$ cat src/design/psif_pkg.sv
// Constants and types of the PSI5 initialization and error frame generator.
package psif_pkg;
    // Register indexes on the plain register port.
    localparam logic [3:0] ADDR_IDENT_LAST = 4'h7;
    localparam logic [3:0] ADDR_CFG_OUTPUT = 4'h8;
    localparam logic [3:0] ADDR_CFG_PROTOCOL = 4'h9;
    localparam logic [3:0] ADDR_CFG_PROTOCOL2 = 4'hA;
    localparam logic [3:0] ADDR_SEQ_STATUS = 4'hB;
    // Field positions.
    localparam int unsigned K_LSB = 4;
    localparam int unsigned PSIZE_LSB = 0;
    localparam int unsigned REP_LSB = 9;
    localparam int unsigned SEQ_LSB = 3;
    localparam int unsigned LOWSEL_BIT = 0;
    localparam int unsigned ST_LSB = 12;
    localparam int unsigned REPCNT_LSB = 10;
    // Values after reset. The ident value is arbitrary.
    localparam logic [15:0] IDENT_RST = 16'h0000;
    localparam logic [1:0] K_RST = 2'h0;
    localparam logic [3:0] PSIZE_RST = 4'h1;
    localparam logic [6:0] REP_RST = 7'h00;
    localparam logic [1:0] SEQ_RST = 2'h0;
    localparam logic LOWSEL_RST = 1'b0;
    // Message codes, payload sizes and phase II nibble indexes.
    localparam logic [9:0] MSG_READY = 10'h1E7;
    localparam logic [9:0] MSG_DEFECT = 10'h1F4;
    localparam logic [4:0] PSIZE_BASE = 5'h09;
    localparam logic [4:0] BITS_TEN = 5'h0A;
    localparam logic [4:0] BITS_SIXTEEN = 5'h10;
    localparam logic [3:0] PSIZE_F10 = 4'h1;
    localparam logic [3:0] PSIZE_F11 = 4'h2;
    localparam logic [3:0] PSIZE_F16 = 4'h7;
    localparam logic [4:0] NIB_LAST = 5'h1F;
    localparam logic [4:0] NIB_GENERIC = 5'h0C;
    // Sequence select codes.
    localparam logic [1:0] SEQ_AFTER_PH1 = 2'h0;
    localparam logic [1:0] SEQ_AFTER_PH2 = 2'h1;
    localparam logic [1:0] SEQ_AFTER_PH3 = 2'h2;

    typedef enum logic [3:0] {
        ST_IDLE = 4'h1,
        ST_PH2 = 4'h2,
        ST_PH3 = 4'h4,
        ST_APP = 4'h8
    } psif_state_t;

    typedef enum logic [1:0] {
        FK_PH2 = 2'h0,
        FK_PH3 = 2'h1,
        FK_ERR = 2'h2,
        FK_APP = 2'h3
    } psif_kind_t;

    typedef struct packed {
        logic over_temp;
        logic under_volt;
        logic over_volt;
        logic magnet_lost;
        logic clipping;
        logic mem_error;
    } psif_diag_t;

    typedef struct packed {
        psif_kind_t kind;
        logic status_flag;
        logic parity_sel;
        logic [4:0] nibble_id;
        logic [23:0] payload;
    } psif_frame_t;
endpackage

$ cat src/design/psif_framer.sv
// Frame content generator for PSI5 init phases II and III and error frames.
//
// Chosen here: the address map and strobed register access.
`timescale 1ns/1ns
module psif_framer
    import psif_pkg::*;
(
    input wire logic I_CORE_CLK,
    input wire logic I_RST,
    input wire logic [3:0] I_ADDR,
    input wire logic [15:0] I_WDATA,
    input wire logic I_WR,
    input wire logic I_RD,
    output logic [15:0] O_RDATA,
    input wire logic I_INIT_START,
    input wire logic I_FRAME_REQ,
    input wire logic I_ERROR_REPORT,
    input wire psif_diag_t I_DIAG,
    input wire logic [23:0] I_APP_DATA,
    output logic O_FRAME_VLD,
    output psif_frame_t O_FRAME
);

    logic [15:0] ident_q [8];
    logic [1:0] k_q;
    logic [3:0] psize_q;
    logic [6:0] rep_field_q;
    logic [1:0] seq_sel_q;
    logic low_sel_q;
    logic [15:0] rdata_q;
    logic [15:0] rdata_d;
    psif_state_t state_q;
    logic [4:0] nib_q;
    logic [1:0] rep_q;
    logic [7:0] p3cnt_q;
    logic [7:0] p3_last;
    logic [3:0] nib_val;
    logic defect;
    logic take_req;
    logic vld_q;
    psif_frame_t frame_q;
    psif_frame_t frame_d;

    // Defect code in the top ten data bits, flags right below it.
    function automatic logic [23:0] err_word(input logic [3:0] f, input psif_diag_t d);
        logic [4:0] p;
        logic [23:0] code;
        logic [23:0] flags;
        p = {1'b0, f} + PSIZE_BASE;
        code = {14'h0000, MSG_DEFECT};
        flags = {18'h00000, d};
        if (p <= BITS_TEN) begin
            return code;
        end
        code = code << (p - BITS_TEN);
        if (p >= BITS_SIXTEEN) begin
            flags = flags << (p - BITS_SIXTEEN);
        end else begin
            flags = flags >> (BITS_SIXTEEN - p);
        end
        return code | flags;
    endfunction

    for (genvar gi = 0; gi < 8; gi++) begin : g_ident
        always_ff @(posedge I_CORE_CLK) begin
            if (I_RST) begin
                ident_q[gi] <= IDENT_RST;
            end else if (I_WR && I_ADDR == 4'(gi)) begin
                ident_q[gi] <= I_WDATA;
            end
        end
    end

    always_ff @(posedge I_CORE_CLK) begin
        if (I_RST) begin
            k_q <= K_RST;
            psize_q <= PSIZE_RST;
            rep_field_q <= REP_RST;
            seq_sel_q <= SEQ_RST;
            low_sel_q <= LOWSEL_RST;
        end else if (I_WR) begin
            if (I_ADDR == ADDR_CFG_OUTPUT) begin
                k_q <= I_WDATA[K_LSB +: 2];
                psize_q <= I_WDATA[PSIZE_LSB +: 4];
            end
            if (I_ADDR == ADDR_CFG_PROTOCOL) begin
                rep_field_q <= I_WDATA[REP_LSB +: 7];
                seq_sel_q <= I_WDATA[SEQ_LSB +: 2];
            end
            if (I_ADDR == ADDR_CFG_PROTOCOL2) begin
                low_sel_q <= I_WDATA[LOWSEL_BIT];
            end
        end
    end

    always_comb begin
        rdata_d = 16'h0000;
        if (I_ADDR <= ADDR_IDENT_LAST) begin
            rdata_d = ident_q[I_ADDR[2:0]];
        end else if (I_ADDR == ADDR_CFG_OUTPUT) begin
            rdata_d[K_LSB +: 2] = k_q;
            rdata_d[PSIZE_LSB +: 4] = psize_q;
        end else if (I_ADDR == ADDR_CFG_PROTOCOL) begin
            rdata_d[REP_LSB +: 7] = rep_field_q;
            rdata_d[SEQ_LSB +: 2] = seq_sel_q;
        end else if (I_ADDR == ADDR_CFG_PROTOCOL2) begin
            rdata_d[LOWSEL_BIT] = low_sel_q;
        end else if (I_ADDR == ADDR_SEQ_STATUS) begin
            rdata_d[ST_LSB +: 4] = state_q;
            rdata_d[REPCNT_LSB +: 2] = rep_q;
            rdata_d[4:0] = nib_q;
        end
    end

    // Read data stand only in the cycle after the strobe.
    always_ff @(posedge I_CORE_CLK) begin
        if (I_RST) begin
            rdata_q <= 16'h0000;
        end else begin
            rdata_q <= I_RD ? rdata_d : 16'h0000;
        end
    end

    assign p3_last = {rep_field_q, 1'b1};
    assign take_req = I_FRAME_REQ && !I_INIT_START && state_q != ST_IDLE;
    assign defect = |I_DIAG;

    // A new start restarts the sequence from any state, as after an undervoltage.
    always_ff @(posedge I_CORE_CLK) begin
        if (I_RST) begin
            state_q <= ST_IDLE;
            nib_q <= 5'h00;
            rep_q <= 2'h0;
            p3cnt_q <= 8'h00;
        end else if (I_INIT_START) begin
            nib_q <= 5'h00;
            rep_q <= 2'h0;
            p3cnt_q <= 8'h00;
            if (seq_sel_q == SEQ_AFTER_PH2 || seq_sel_q == SEQ_AFTER_PH3) begin
                state_q <= ST_PH2;
            end else begin
                state_q <= ST_APP;
            end
        end else if (I_FRAME_REQ) begin
            unique case (state_q)
                ST_PH2: begin
                    if (rep_q == k_q) begin
                        rep_q <= 2'h0;
                        if (nib_q == NIB_LAST) begin
                            nib_q <= 5'h00;
                            state_q <= (seq_sel_q == SEQ_AFTER_PH3) ? ST_PH3 : ST_APP;
                        end else begin
                            nib_q <= nib_q + 5'h01;
                        end
                    end else begin
                        rep_q <= rep_q + 2'h1;
                    end
                end
                ST_PH3: begin
                    if (p3cnt_q == p3_last) begin
                        state_q <= ST_APP;
                    end else begin
                        p3cnt_q <= p3cnt_q + 8'h01;
                    end
                end
                default: begin
                end
            endcase
        end
    end

    logic [4:0] gj;
    always_comb begin
        nib_val = 4'h0;
        gj = nib_q - NIB_GENERIC;
        if (nib_q >= NIB_GENERIC) begin
            nib_val = ident_q[3'h4 - gj[4:2]][{~gj[1:0], 2'b00} +: 4];
        end else begin
            unique case (nib_q)
                5'h00: nib_val = ident_q[7][15:12];
                5'h01: nib_val = ident_q[7][11:8];
                5'h02: nib_val = ident_q[7][7:4];
                5'h03: nib_val = ident_q[7][3:0];
                5'h04: nib_val = ident_q[6][15:12];
                5'h05: nib_val = ident_q[6][7:4];
                5'h06: nib_val = ident_q[6][11:8];
                5'h07: nib_val = ident_q[6][3:0];
                5'h08: nib_val = ident_q[5][15:12];
                5'h09: nib_val = ident_q[5][11:8];
                5'h0A: nib_val = ident_q[5][7:4];
                5'h0B: nib_val = ident_q[5][3:0];
                default: nib_val = 4'h0;
            endcase
        end
    end

    always_comb begin
        frame_d = '0;
        frame_d.parity_sel = (psize_q <= PSIZE_F10);
        frame_d.nibble_id = nib_q;
        unique case (state_q)
            ST_PH2: begin
                frame_d.kind = FK_PH2;
                frame_d.status_flag = 1'b0;
                frame_d.payload = {20'h00000, nib_val};
            end
            ST_PH3: begin
                frame_d.kind = FK_PH3;
                frame_d.status_flag = defect;
                if (defect) begin
                    frame_d.payload[15:6] = MSG_DEFECT;
                    frame_d.payload[5:0] = low_sel_q ? I_DIAG : 6'h00;
                end else begin
                    frame_d.payload[15:6] = MSG_READY;
                    frame_d.payload[5:0] = low_sel_q ? 6'h00 : 6'h01;
                end
            end
            ST_APP: begin
                if (I_ERROR_REPORT) begin
                    frame_d.kind = FK_ERR;
                    frame_d.status_flag = 1'b1;
                    frame_d.payload = err_word(psize_q, I_DIAG);
                end else begin
                    frame_d.kind = FK_APP;
                    frame_d.payload = I_APP_DATA;
                end
            end
            default: begin
            end
        endcase
    end

    // Phase I frames carry no data, so requests in idle get no answer.
    always_ff @(posedge I_CORE_CLK) begin
        if (I_RST) begin
            vld_q <= 1'b0;
            frame_q <= '0;
        end else begin
            vld_q <= take_req;
            if (take_req) begin
                frame_q <= frame_d;
            end
        end
    end

    assign O_RDATA = rdata_q;
    assign O_FRAME_VLD = vld_q;
    assign O_FRAME = frame_q;
endmodule

$ cat config.mk
export PLATFORM = sky130hd
export DESIGN_NAME = psif_framer
export DESIGN_NICKNAME = d
export VERILOG_FILES = /design/src/design/psif_pkg.sv /design/src/design/psif_framer.sv
export SDC_FILE = /design/constraint.sdc
export NUM_CORES = 1
export LEC_CHECK = 0
export BUFFER_PORTS_ARGS = -buffer_cell sky130_fd_sc_hd__buf_2
export CAP_MARGIN = 20
export CORE_AREA = 2 2 190 174
export CTS_CLUSTER_SIZE = 10
export DETAILED_ROUTE_END_ITERATION = 7
export DIE_AREA = 0 0 192 176
export GPL_ROUTABILITY_DRIVEN = 0
export PLACE_DENSITY_LB_ADDON = 0.15
export SYNTH_ARGS = -nofsm -noshare
export SYNTH_HDL_FRONTEND = slang
export SYNTH_SLANG_ARGS = --single-unit
$ cat constraint.sdc
create_clock -name I_CORE_CLK -period 6.5 [get_ports I_CORE_CLK]
set_input_delay 0.325 -clock I_CORE_CLK [delete_from_list [all_inputs] [get_ports I_CORE_CLK]]
set_output_delay 0.325 -clock I_CORE_CLK [all_outputs]
set_load 0.005 [all_outputs]
### Word-level counts from Yosys, hierarchy flattened

Memory sizes are Yosys's and may differ from the RTL's.
Cells that the tools add are included.

* reduce and logical (&&, ||, !) cells: 27
* muxes and demuxes: 78
* order comparisons: 5
* add/sub/neg operators: 9
* equality and inequality tests: 34
* bitwise operators: 13
* shift-type cells: 4

Operator list (count)
* $mux W24: 7
* $mux W16: 8
* $pmux W16 S3: 1
* $pmux W4 S12: 1
* $mux W4: 9
* $mux W1: 35
* $mux W6: 5
* $or A24 B24 Y24: 1
* $shl A6 B5 Y24: 1
* $shl A9 B5 Y24 const A: 1
* $shr A6 B5 Y24: 1
* $eq A4 B3 Y1 const B: 5
* $eq A4 B4 Y1 const B: 5
* $eq A5 B3 Y1 const B: 4
* $eq A5 B4 Y1 const B: 4
* $shiftx A16 B5 Y4: 1
* $mux W5: 3
* $mux W7: 2
* $eq A4 B2 Y1 const B: 3
* $mux W11: 1
* $eq A5 B2 Y1 const B: 2
* $logic_and A1 B1 Y1: 10
* $sub A5 B4 Y5 const B: 2
* $ne A3 B3 Y1 const B: 3
* other kinds (40): 55

* bits in registers: 85
* output and inout bits: 50
* memories: 1
* RAM bits: 128

Memory list
* ident_q: depth 8, bits a word 16, rd ports 5, clocked after Yosys merged registers in 0, write ports 8, line psif_framer.sv:24 `logic [15:0] ident_q [8];`

### Logic depth before layout (Yosys ltp)

Gate-level depths: netlist of run 1.

* word-level depth: 12
* mapped depth: 15
* depth with buffers taken out: 10

### Worst setup path after synthesis of run 1

OpenSTA, ideal clock, no wires.

* path type: register to register
* start point: register psize_q[0]
* end point: register frame_q, in the netlist O_FRAME[2]
* required time: 6.380 ns
* data arrival time: 3.804 ns
* cell stages (with the launch flop): 16
* library setup time: 0.120 ns
* period minus slack after synthesis: 3.924 ns
* path buffers: 5
* setup slack: 2.576 ns
* path through: dfxtp_1 > clkbuf_1 > buf_2 > inv_1 > clkbuf_1 > ha_1 > clkbuf_1 > clkbuf_1 > inv_1 > ha_1 > xnor2_2 > xor2_1 > nor3_2 > a221oi_1 > a211oi_1 > a211o_1

* cells in the longest elaborated chain, start to end: 11

Ends and longest elaborated chain
* start: declaration: line psif_framer.sv:26 `logic [3:0] psize_q;`
* start signal: assignment: line psif_framer.sv:84 `psize_q <= I_WDATA[PSIZE_LSB +: 4];`
* $add A4 B4 Y5 *: line psif_framer.sv:49 `p = {1'b0, f} + PSIZE_BASE;`
* $sub A5 B5 Y5 (on tied branches): line psif_framer.sv:59, psif_framer.sv:57
* $shr A6 B5 Y24 or $shl A6 B5 Y24 (tied branches): line psif_framer.sv:59, psif_framer.sv:57
* $mux W24: line psif_framer.sv:56 `if (p >= BITS_SIXTEEN) begin`
* $mux W24: line psif_framer.sv:55 `code = code << (p - BITS_TEN);`
* $mux W24: line psif_framer.sv:219 `if (I_ERROR_REPORT) begin`
* $mux W24: line psif_framer.sv:201 `unique case (state_q)`
* $or A24 B24 Y24: line psif_framer.sv:61 `return code | flags;`
* $mux W24 *: line psif_framer.sv:55
* $mux W24 *: line psif_framer.sv:219
* $pmux W16 S3 *: line psif_framer.sv:201
* end signal: assignment: line psif_framer.sv:241 `frame_q <= frame_d;`
* end: declaration: line psif_framer.sv:41 `psif_frame_t frame_q;`

Mark *: on every way between the ends. The rest lies on a longest branch, timed or not. The select of a mux whose other input is x is not followed.
A chain may end at the register's enable or synchronous reset.

### Final worst setup path of run 1

* start point: register psize_q[0]
* end point: register frame_q, in the netlist O_FRAME[12]

Same word-level chain as after synthesis.

==> results of run 1 <==
registers in the layout, indices dropped and copies added (netlist names):
name and count:
k_q 2, rep_q 2, p3cnt_q 8, low_sel_q 1
ident_q 128, O_FRAME 33, rep_field_q 7, O_FRAME_VLD 1
state_q 4, nib_q 5, O_RDATA 16, psize_q 4
seq_sel_q 2
placed cells by master (no fill, tap or decap), types with 5 or more instances in the layout:
cell       count
and2_1       139
edfxtp_1     128
buf_2        106
nor2_1        97
dfxtp_1       84
nand2_1       81
mux2i_1       72
a21oi_1       60
mux4_2        50
o21ai_0       31
clkbuf_16     27
a22oi_1       25
a221oi_1      24
nand3_1       20
ha_1          20
nor3_1        19
buf_4         19
clkbuf_1      16
inv_1         14
nand2b_1      14
nor2b_1       13
xnor2_1       13
o22ai_1       12
xor2_1        11
and3_1        11
a211oi_1      10
a222oi_1      10
o22a_1         9
a31oi_1        8
nand4_1        7
a22o_1         7
a21o_1         6
mux2_2         5
nor4_1         5
path summary, 6_finish.rpt:
kind,to,cells after the start,slack [ns]
setup / recovery,O_FRAME[12]$_SDFFE_PP0P_,10,2.14
hold reg to reg,O_FRAME[26]$_SDFFE_PP0P_,2,0.45
hold / removal,O_FRAME[22]$_SDFFE_PP0P_,3,0.07
setup reg to reg,O_FRAME[12]$_SDFFE_PP0P_,10,2.14
critical path, cell delays in order, from the launching register on:
cell and delay [ns]:
dfxtp_1 0.46, buf_4 0.31, ha_1 0.64, xor2_1 0.54, inv_2 0.18, ha_1 0.30, a211oi_1 0.29, nor4_2 0.16
nor2_1 0.78, o21ai_0 0.26, a221oi_1 0.32
metrics by stage:
step / std cells / power [mW] / setup slack, ns / hold slack (ns) / utilization (%)
3_3_place_gp: 1637 / 1.86 / 2.41 / 0.447 / 42.3
5_1_grt: 1690 / 3.34 / 1.77 / 0.0743 / 45.0
6_report: 1692 / 3.24 / 2.14 / 0.0688 / 45.0
3_5_place_dp: 1637 / 1.86 / 2.28 / 0.448 / 42.3
2_1_floorplan: 1184 / 1.72 / 2.58 / 0.450 / -
4_1_cts: 1687 / 3.25 / 2.26 / 0.0599 / 44.8
kinds of logic after synthesis:
family | after synthesis | share of synthesized area [%]
XOR/XNOR | 25 | 1.80
multiplexers | 131 | 16.0
adder cells (fa/ha/maj) | 20 | 1.99
buffers and inverters | 105 | 3.46
flip-flops | 213 | 44.2
AND/OR/NAND/NOR | 439 | 18.4
AO/OA/AOI/OAI | 251 | 14.2
power groups by stage:
stage | sequential, mW | combinational [mW] | clock [mW]
after detailed placement | 1.56 | 0.298 | 0
after global routing | 1.54 | 0.326 | 1.47
after floorplan | 1.54 | 0.181 | 0
after CTS | 1.53 | 0.299 | 1.41
final | 1.54 | 0.306 | 1.40
after global placement | 1.56 | 0.298 | 0
layout make-up:
cell class	count	area [sq um]	area share, %
tap	416	520	3.66
timing repair buffer	128	718	5.04
antenna	2	5.00	0.0352
multi-input combinational	866	6590	46.3
clock inverter	6	47.5	0.334
inverter	17	63.8	0.448
clock buffer	44	749	5.26
sequential	213	5550	39.0
metal layers:
| layer | global-route usage (%) | share of wire [%] | up-vias |
|---|---|---|---|
| li1 | - | - | 4611 |
| met1 | 37.6 | 45 | 5140 |
| met2 | 39.4 | 44 | 455 |
| met3 | 5.66 | 8.3 | 63 |
| met4 | 7.32 | 2.7 | 0 |
| met5 | 0 | 0 | - |
==> flow_summary.ini, run 1 <==
[critical_path]
cp.required_ns = 6.95
critPathLaunch = psize_q[0]$_SDFFE_PP1P_
crit_fanout = 22
startpoint_type = flip-flop
cp-end-kind = flip-flop
rr_startpoint = psize_q[0]$_SDFFE_PP1P_
path_class = reg2reg
arrival_ns = 4.81

[synth]
synthTopCellsByArea = edfxtp_1 31%, dfxtp_1 14%, mux4_2 9.0%
avgSynthCellArea_sq_um = 10.6
yosysUniqueCellTypes = 84
seq_area_frac_synth_pct = 44.2
synth_ff_type = edfxtp_1
postSynthCellCount = 1184
async_reset_ff_share_pct = 0
ys_ff_latch = 213
syn_nets = 1261
synth_top_area_cell = edfxtp_1
synth_edf_count = 128
yosysMostFrequentCell = and2_1
netlist_area_sq_mm = 0.0125
yosys-top-cells-count = 139 x and2_1, 128 x edfxtp_1, 100 x nor2_1
synth_top_area_share_pct = 30.6
yosys_warnings = 0

[worst_hold_path]
min-delay-path-class = in2reg
worstHoldStart = I_APP_DATA[22]

[power]
combPwrFrac_pct = 9.4
p_clk_share_pct = 43.2
seq_power_share_pct = 47.4
vdd_drop_max_mv = 0.179
intPower_mw = 2.40
power.density_mw_per_mm2 = 228
switching_share_pct = 25.9
p_sw_mw = 0.840
p_leak_nw = 5.26

[floorplan]
die_area_sq_mm = 0.0338
fp.dieW_um = 192
initial_core_util_pct = 39.6
io_pins = 107
fp-row-count = 62
core_sq_mm = 0.0317
die_h_um = 176

[cts]
postCtsHoldBufs = 0
cts_sinks = 213
cts_buffer_depth = 3
cts_tree = built
h-tree-depth = 1
clk_pin_slew_ns = 0.06
cts-resized-gates = 0
clkLatencyLatePin_ns = 0.56
cts_made_buffers = 27
post-cts-setup-buffer-count = 0
clockRootBuffer = clkbuf_16

[final_layout]
fin_nets = 1330
fin_area_sq_mm = 0.0142
fillers = 3025
drive_gt1_share_pct = 19.2
area_growth_pct = 13.5

[run_status]
status = finished, final reports clean

[drt]
vias_per_cell = 6.07
drc = 0
dr_total_vias = 10269
drt_iter0_markers = 1215
dr.pass1.iters = 7
drtAntennaViolNets = 0
routedWlPerCell_um = 25.8
routed_wl_um = 43600

[place]
portBuffers = 106
dp_hpwl_um = 29900
dpl_cell_area_sq_mm = 0.0134

[sta]
drv_slew = 0
grt_setup_unrepaired = no
skew_ns = 0.0164
setup_viol = 0
clock.fmax_mhz = 230
fin_crit_sh_pct = 67.0
tightest_slew_ns = 1.12
slew-limit-headroom_pct = 25.2
fin_setup_tns_ns = 0
hold_viol = 0
final.min_clock_period_ns = 4.36

[grt]
grt_pass1_wl_um = 65800
grt_pass1_vias = 10119
grt_usage_pct = 26.0
antenna_found_initial = 1
grt_overflow = 0
grt_max_degree = 49

[flow_run]
max_cap_viol_count = 0
No activity file was read; power rests on OpenSTA's default activity.
==> run 2, diff against run 1 <==
Settings changed: ABC_AREA from default to 1, CORE_AREA 2 2 190 174 to 2 2 188 172, DIE_AREA 0 0 192 176 to 0 0 190 174.
Clock period 6.5 ns to 3.7 ns, I/O delays scaled along.
==> run 2 against run 1 <==
Net effect: fmax is 43% higher; non-clock buffer count rose by 37; via count grew 17%; clock skew down 0.0072 ns; sequential share of layout area fell by 0.085 points; sequential cell count did not move; first-iteration DRC count grew 15%; global-route usage grew 0.74 points.
==> flow_summary.ini, run 2 <==
[sta]
tightest_slew_ns = 1.06
drv_slew = 0
final.min_clock_period_ns = 3.05
fin_crit_sh_pct = 82.5
setup_viol = 0
grt_setup_unrepaired = no
skew_ns = 0.00928
slew-limit-headroom_pct = 29.4
fin_setup_tns_ns = 0
hold_viol = 0
clock.fmax_mhz = 328

[cts]
cts_made_buffers = 27
cts_sinks = 213
clkLatencyLatePin_ns = 0.56
clockRootBuffer = clkbuf_16
cts_tree = built
cts-resized-gates = 0
clk_pin_slew_ns = 0.06
h-tree-depth = 1
cts_buffer_depth = 3
post-cts-setup-buffer-count = 0

[grt]
grt_overflow = 0
grt_pass1_vias = 11524
grt_usage_pct = 26.8
grt_pass1_wl_um = 67900
antenna_found_initial = 0
grt_max_degree = 68

[synth]
seq_area_frac_synth_pct = 45.2
yosysUniqueCellTypes = 49
synth_ff_type = edfxtp_1
yosysMostFrequentCell = nand2_1
syn_nets = 1703
synthTopCellsByArea = edfxtp_1 31%, dfxtp_1 14%, nand2_1 11%
async_reset_ff_share_pct = 0
ys_ff_latch = 213
yosys_warnings = 0
synth_top_area_share_pct = 31.3
synth_top_area_cell = edfxtp_1
postSynthCellCount = 1626
synth_edf_count = 128
netlist_area_sq_mm = 0.0123
avgSynthCellArea_sq_um = 7.55
yosys-top-cells-count = 359 x nand2_1, 252 x nor2_1, 163 x inv_1

[critical_path]
rrSetupSlack_ns = 0.65
path_class = reg2reg
cp_cell_sequence = inv_1 > ha_1 > inv_1 > ha_1 > inv_1 > nand2_1 > nand2_4 > inv_2 > nor2_2 > nand2_1 > a31oi_1 > o21ai_0 > a21oi_1
crit_fanout = 15
reg2reg_depth = 13
reg2reg_to = O_FRAME[6]$_SDFFE_PP0P_
arrival_ns = 3.54
startpoint_type = flip-flop
cp.required_ns = 4.19
slowest_stage = dfxtp_1
critical-path-max-stage-delay_ns = 0.50
cp-end-kind = flip-flop
crit_top_cell = inv_1
rr_startpoint = psize_q[1]$_SDFFE_PP0P_

[final_layout]
largest_register = ident_q
drive_gt1_share_pct = 12.9
area_growth_pct = 16.2
largest_reg_flops = 128
fillers = 3158
layout_commonest_cell = nand2_1
antennaDiodeCount = 0
multi_input_area_sq_mm = 0.00567
mostFrequentLayoutCells = 359 x nand2_1, 250 x nor2_1, 163 x inv_1, 140 x o21ai_0, 128 x edfxtp_1
fin_nets = 1821
ff_latch_area_sq_mm = 0.00555

[floorplan]
die_area_sq_mm = 0.0331
initial_core_util_pct = 39.3
io_pins = 107
fp.dieW_um = 190
core_sq_mm = 0.0313
fp-row-count = 62
die_h_um = 174

[drt]
drtAntennaViolNets = 0
drc = 0
dr_total_vias = 12040
drt_iter0_markers = 1396
routedWlPerCell_um = 20.5
dr.pass1.iters = 7
routed_wl_um = 44600
vias_per_cell = 5.52

[power]
power.total_mw = 5.82
power.density_mw_per_mm2 = 408
intPower_mw = 4.28
p_clk_share_pct = 42.9
seq_power_share_pct = 46.3
p_leak_nw = 6.13
p_sw_mw = 1.54
switching_share_pct = 26.5
vdd_drop_max_mv = 0.397
combPwrFrac_pct = 10.8

[worst_hold_path]
whs_endpoint = state_q[2]$_SDFFE_PP0P_
min-delay-path-class = in2reg
hold_path_depth = 4
worstHoldStart = I_INIT_START

[place]
dp_hpwl_um = 32400
portBuffers = 106

[run_status]
status = finished, final reports clean

[flow_run]
max_cap_viol_count = 0
-- run 2: cell types whose count changed in the layout (fill, tap and decap cells not counted), moves of 72 or more --
cell     before  now
mux2i_1      72    0
and2_1      139    1
inv_1        14  163
nor2_1       97  250
nand2_1      81  359
o21ai_0      31  140
nand3_1      20   96
-- run 2: final cells by class --
| cell class | count | share of cell area (%) |
|---|---|---|
| timing repair buffer | 165 | 7.19 |
| clock buffer | 45 | 5.56 |
| multi-input combinational | 1157 | 39.7 |
| sequential | 213 | 38.9 |
| tap | 416 | 3.65 |
| inverter | 180 | 4.74 |
| clock inverter | 4 | 0.272 |
-- run 2: cells by family (layout without fill, tap and decap cells) --
logic type	after synthesis	count (layout)	share of synthesized area (%)
buffers and inverters	256	394	8.70
XOR/XNOR	5	5	0.357
AO/OA/AOI/OAI	344	344	16.7
flip-flops	213	213	45.2
AND/OR/NAND/NOR	788	788	27.0
adder cells (fa/ha/maj)	20	20	2.04
-- run 2: how the worst max path moves through the flow --
stage	start	end	slack (ns)	cells after the start
after global placement	psize_q[1]$_SDFFE_PP0P_	O_FRAME[6]$_SDFFE_PP0P_	0.77	13
final	psize_q[1]$_SDFFE_PP0P_	O_FRAME[6]$_SDFFE_PP0P_	0.65	13
after detailed placement	psize_q[1]$_SDFFE_PP0P_	O_FRAME[1]$_SDFFE_PP0P_	0.72	11
after CTS	psize_q[1]$_SDFFE_PP0P_	O_FRAME[1]$_SDFFE_PP0P_	0.71	11
after global routing	psize_q[1]$_SDFFE_PP0P_	O_FRAME[12]$_SDFFE_PP0P_	0.41	11
after floorplan	psize_q[0]$_SDFFE_PP1P_	O_FRAME[12]$_SDFFE_PP0P_	1.18	17
-- run 2: timing repair --
action	4_1_cts	5_1_grt
setup endpoints to repair	0	0
hold buffers	21	0
endpoints found under the hold margin	21	0
-- run 2: worst max-delay path: cells and delay by family (launching register included) --
kind	cells	cell delay [ns]
adders and majority gates	2	0.77
and+or+nand+nor	4	0.48
buffers and inverters	4	0.65
DFF	1	0.50
AOI/OAI and AO/OA	3	0.58
-- run 2: power groups by stage --
stage	combinational [mW]	clock, mW	sequential, mW
CTS	0.618	2.52	2.69
global route	0.687	2.60	2.71
global placement	0.600	0	2.74
detailed placement	0.598	0	2.74
finish	0.629	2.50	2.70
floorplan	0.354	0	2.72
-- run 2: per-layer routing --
metal / global-route usage (%) / share of wire [%] / up-vias
met5: 0 / 0 / -
met4: 9.79 / 3.7 / 0
met3: 5.29 / 8.7 / 109
met2: 41.3 / 44 / 558
met1: 37.3 / 44 / 5664
li1: - / - / 5709
-- run 2: per-stage QoR --
step | hold slack, ns | cells | worst slack [ns] | util [%] | area [sq um]
floorplan | 0.263 | 1626 | 1.18 | - | 12300
global placement | 0.442 | 2110 | 0.773 | 42.3 | 13200
detailed placement | 0.444 | 2110 | 0.719 | 42.3 | 13200
CTS | 0.000942 | 2180 | 0.707 | 45.6 | 14300
global route | 0.0118 | 2180 | 0.409 | 45.6 | 14300
finish | 0.0126 | 2180 | 0.649 | 45.6 | 14300
==> run 3, diff against run 2 <==
Clock period 3.7 ns to 2.98 ns, I/O delays scaled along.
==> run 3 against run 2 <==
Net effect: final cell count grew 0.87%; clock power grew 18%; sequential cell count is the same; combinational power grew 28%; critical path type unchanged.
==> flow_summary.ini, run 3 (same netlist as run 2, synthesis figures left out) <==
[critical_path]
reg2reg_depth = 9
startpoint_type = flip-flop
critPathLaunch = psize_q[1]$_SDFFE_PP0P_
path_class = reg2reg
rr_startpoint = psize_q[1]$_SDFFE_PP0P_
arrival_ns = 3.18
cp-end-kind = flip-flop
cp.required_ns = 3.43
crit_fanout = 18

[drt]
routedWlPerCell_um = 20.5
drt_iter0_markers = 1401
dr_total_vias = 12135
dr.pass1.iters = 8
drc = 0
drtAntennaViolNets = 0
routed_wl_um = 45100
vias_per_cell = 5.52

[final_layout]
fin_nets = 1842
largest_register = ident_q
fillers = 3141
postLayoutCoreUtil_pct = 46.2
largest_reg_flops = 128
layout_commonest_cell = nand2_1
drive_gt1_share_pct = 13.5
fin_cells = 2199
mostFrequentLayoutCells = 359 x nand2_1, 250 x nor2_1, 163 x inv_1, 140 x o21ai_0, 128 x edfxtp_1
fin_area_sq_mm = 0.0144
area_growth_pct = 17.7
antennaDiodeCount = 0

[power]
power.density_mw_per_mm2 = 492
vdd_drop_max_mv = 0.476
p_leak_nw = 6.21
power.total_mw = 7.11

[sta]
tightest_slew_ns = 0.802
grt_setup_unrepaired = no
hold_viol = 0
final.min_clock_period_ns = 2.73
drv_slew = 0
clock.fmax_mhz = 366
skew_ns = 0.0249
slew-limit-headroom_pct = 46.4
fin_crit_sh_pct = 91.7
setup_viol = 0
fin_setup_tns_ns = 0

[floorplan]
fp.dieW_um = 190
core_sq_mm = 0.0313
initial_core_util_pct = 39.3
die_h_um = 174
io_pins = 107
fp-row-count = 62
die_area_sq_mm = 0.0331

[grt]
grt_overflow = 0
grt_usage_pct = 26.9
grt_pass1_wl_um = 68200
grt_max_degree = 37
antenna_found_initial = 1
grt_pass1_vias = 11341

[place]
portBuffers = 106
dpl.cell_count = 2128
dp_hpwl_um = 33300
dpl_cell_area_sq_mm = 0.0134

[cts]
cts_tree = built
clockRootBuffer = clkbuf_16
cts_buffer_depth = 3
cts_made_buffers = 26
clkLatencyLatePin_ns = 0.55
cts_sinks = 213
clk_pin_slew_ns = 0.06
h-tree-depth = 1

[worst_hold_path]
worstHoldStart = I_APP_DATA[8]
hold_path_depth = 5
min-delay-path-class = in2reg

[run_status]
status = finished, final reports clean

[flow_run]
max_cap_viol_count = 0
==> run 3: cell count changes in the layout (fill, tap and decap cells not counted) <==
cell	previous run	this run
buf_4	38	53
dlygate4sd3_1	21	25
buf_12	0	3
clkbuf_8	5	2
clkbuf_1	13	15
clkinv_2	2	0
clkinv_16	0	1
clkinv_4	1	0
clkinvlp_4	0	1
ha_1	20	19
ha_2	0	1
inv_16	1	0
==> run 3: where the power goes <==
group	internal (mW)	switching, mW	total [mW]
clock	1.73	1.23	2.96
sequential	3.26	0.0841	3.35
combinational	0.259	0.547	0.805
==> run 3: layer usage <==
metal / track usage [%] / up-vias / wire length (um)
met3: 3.98 / 108 / 3640
met5: 0 / - / 13
met4: 9.88 / 2 / 1740
met2: 41.7 / 588 / 19800
li1: - / 5752 / -
met1: 38.0 / 5685 / 20000
==> run 3: stage by stage <==
step	worst slack, ns	hold slack [ns]
2_1_floorplan	0.458	0.227
4_1_cts	0.314	0.00264
6_report	0.248	0.0176
5_1_grt	0.0457	0.0339
3_3_place_gp	0.339	0.419
3_5_place_dp	0.324	0.413
==> run 3: final timing paths <==
| check | endpoint | slack (ns) |
|---|---|---|
| setup / recovery | O_FRAME[19]$_SDFFE_PP0P_ | 0.25 |
| hold / removal | O_FRAME[8]$_SDFFE_PP0P_ | 0.02 |
| setup reg to reg | O_FRAME[19]$_SDFFE_PP0P_ | 0.25 |
| hold reg to reg | O_FRAME[3]$_SDFFE_PP0P_ | 0.46 |
==> run 3: final cells by class <==
cell class	count	area (sq um)	share of cell area, %
multi-input cells	1157	5670	39.2
clock buffers	44	759	5.26
well taps	416	520	3.60
flip-flops and latches	213	5550	38.4
clock inverters	2	37.5	0.260
inverters	180	676	4.68
repair buffers	187	1240	8.57
==> run 3: timing repair <==
item | CTS | global route
endpoints found under the hold margin | 26 | 0
setup endpoints to repair | 0 | 1
resized for setup | 0 | 1
setup buffers | 0 | 0
hold buffers | 25 | 0
==> run 3: critical path, cell delays in order (launching register included) <==
cell and delay (ns):
dfxtp_1 0.49, inv_1 0.16, ha_1 0.37, inv_1 0.10, ha_1 0.21, inv_1 0.08, a31oi_1 0.15, nor2_2 0.62
o21ai_0 0.28, a31oi_1 0.19
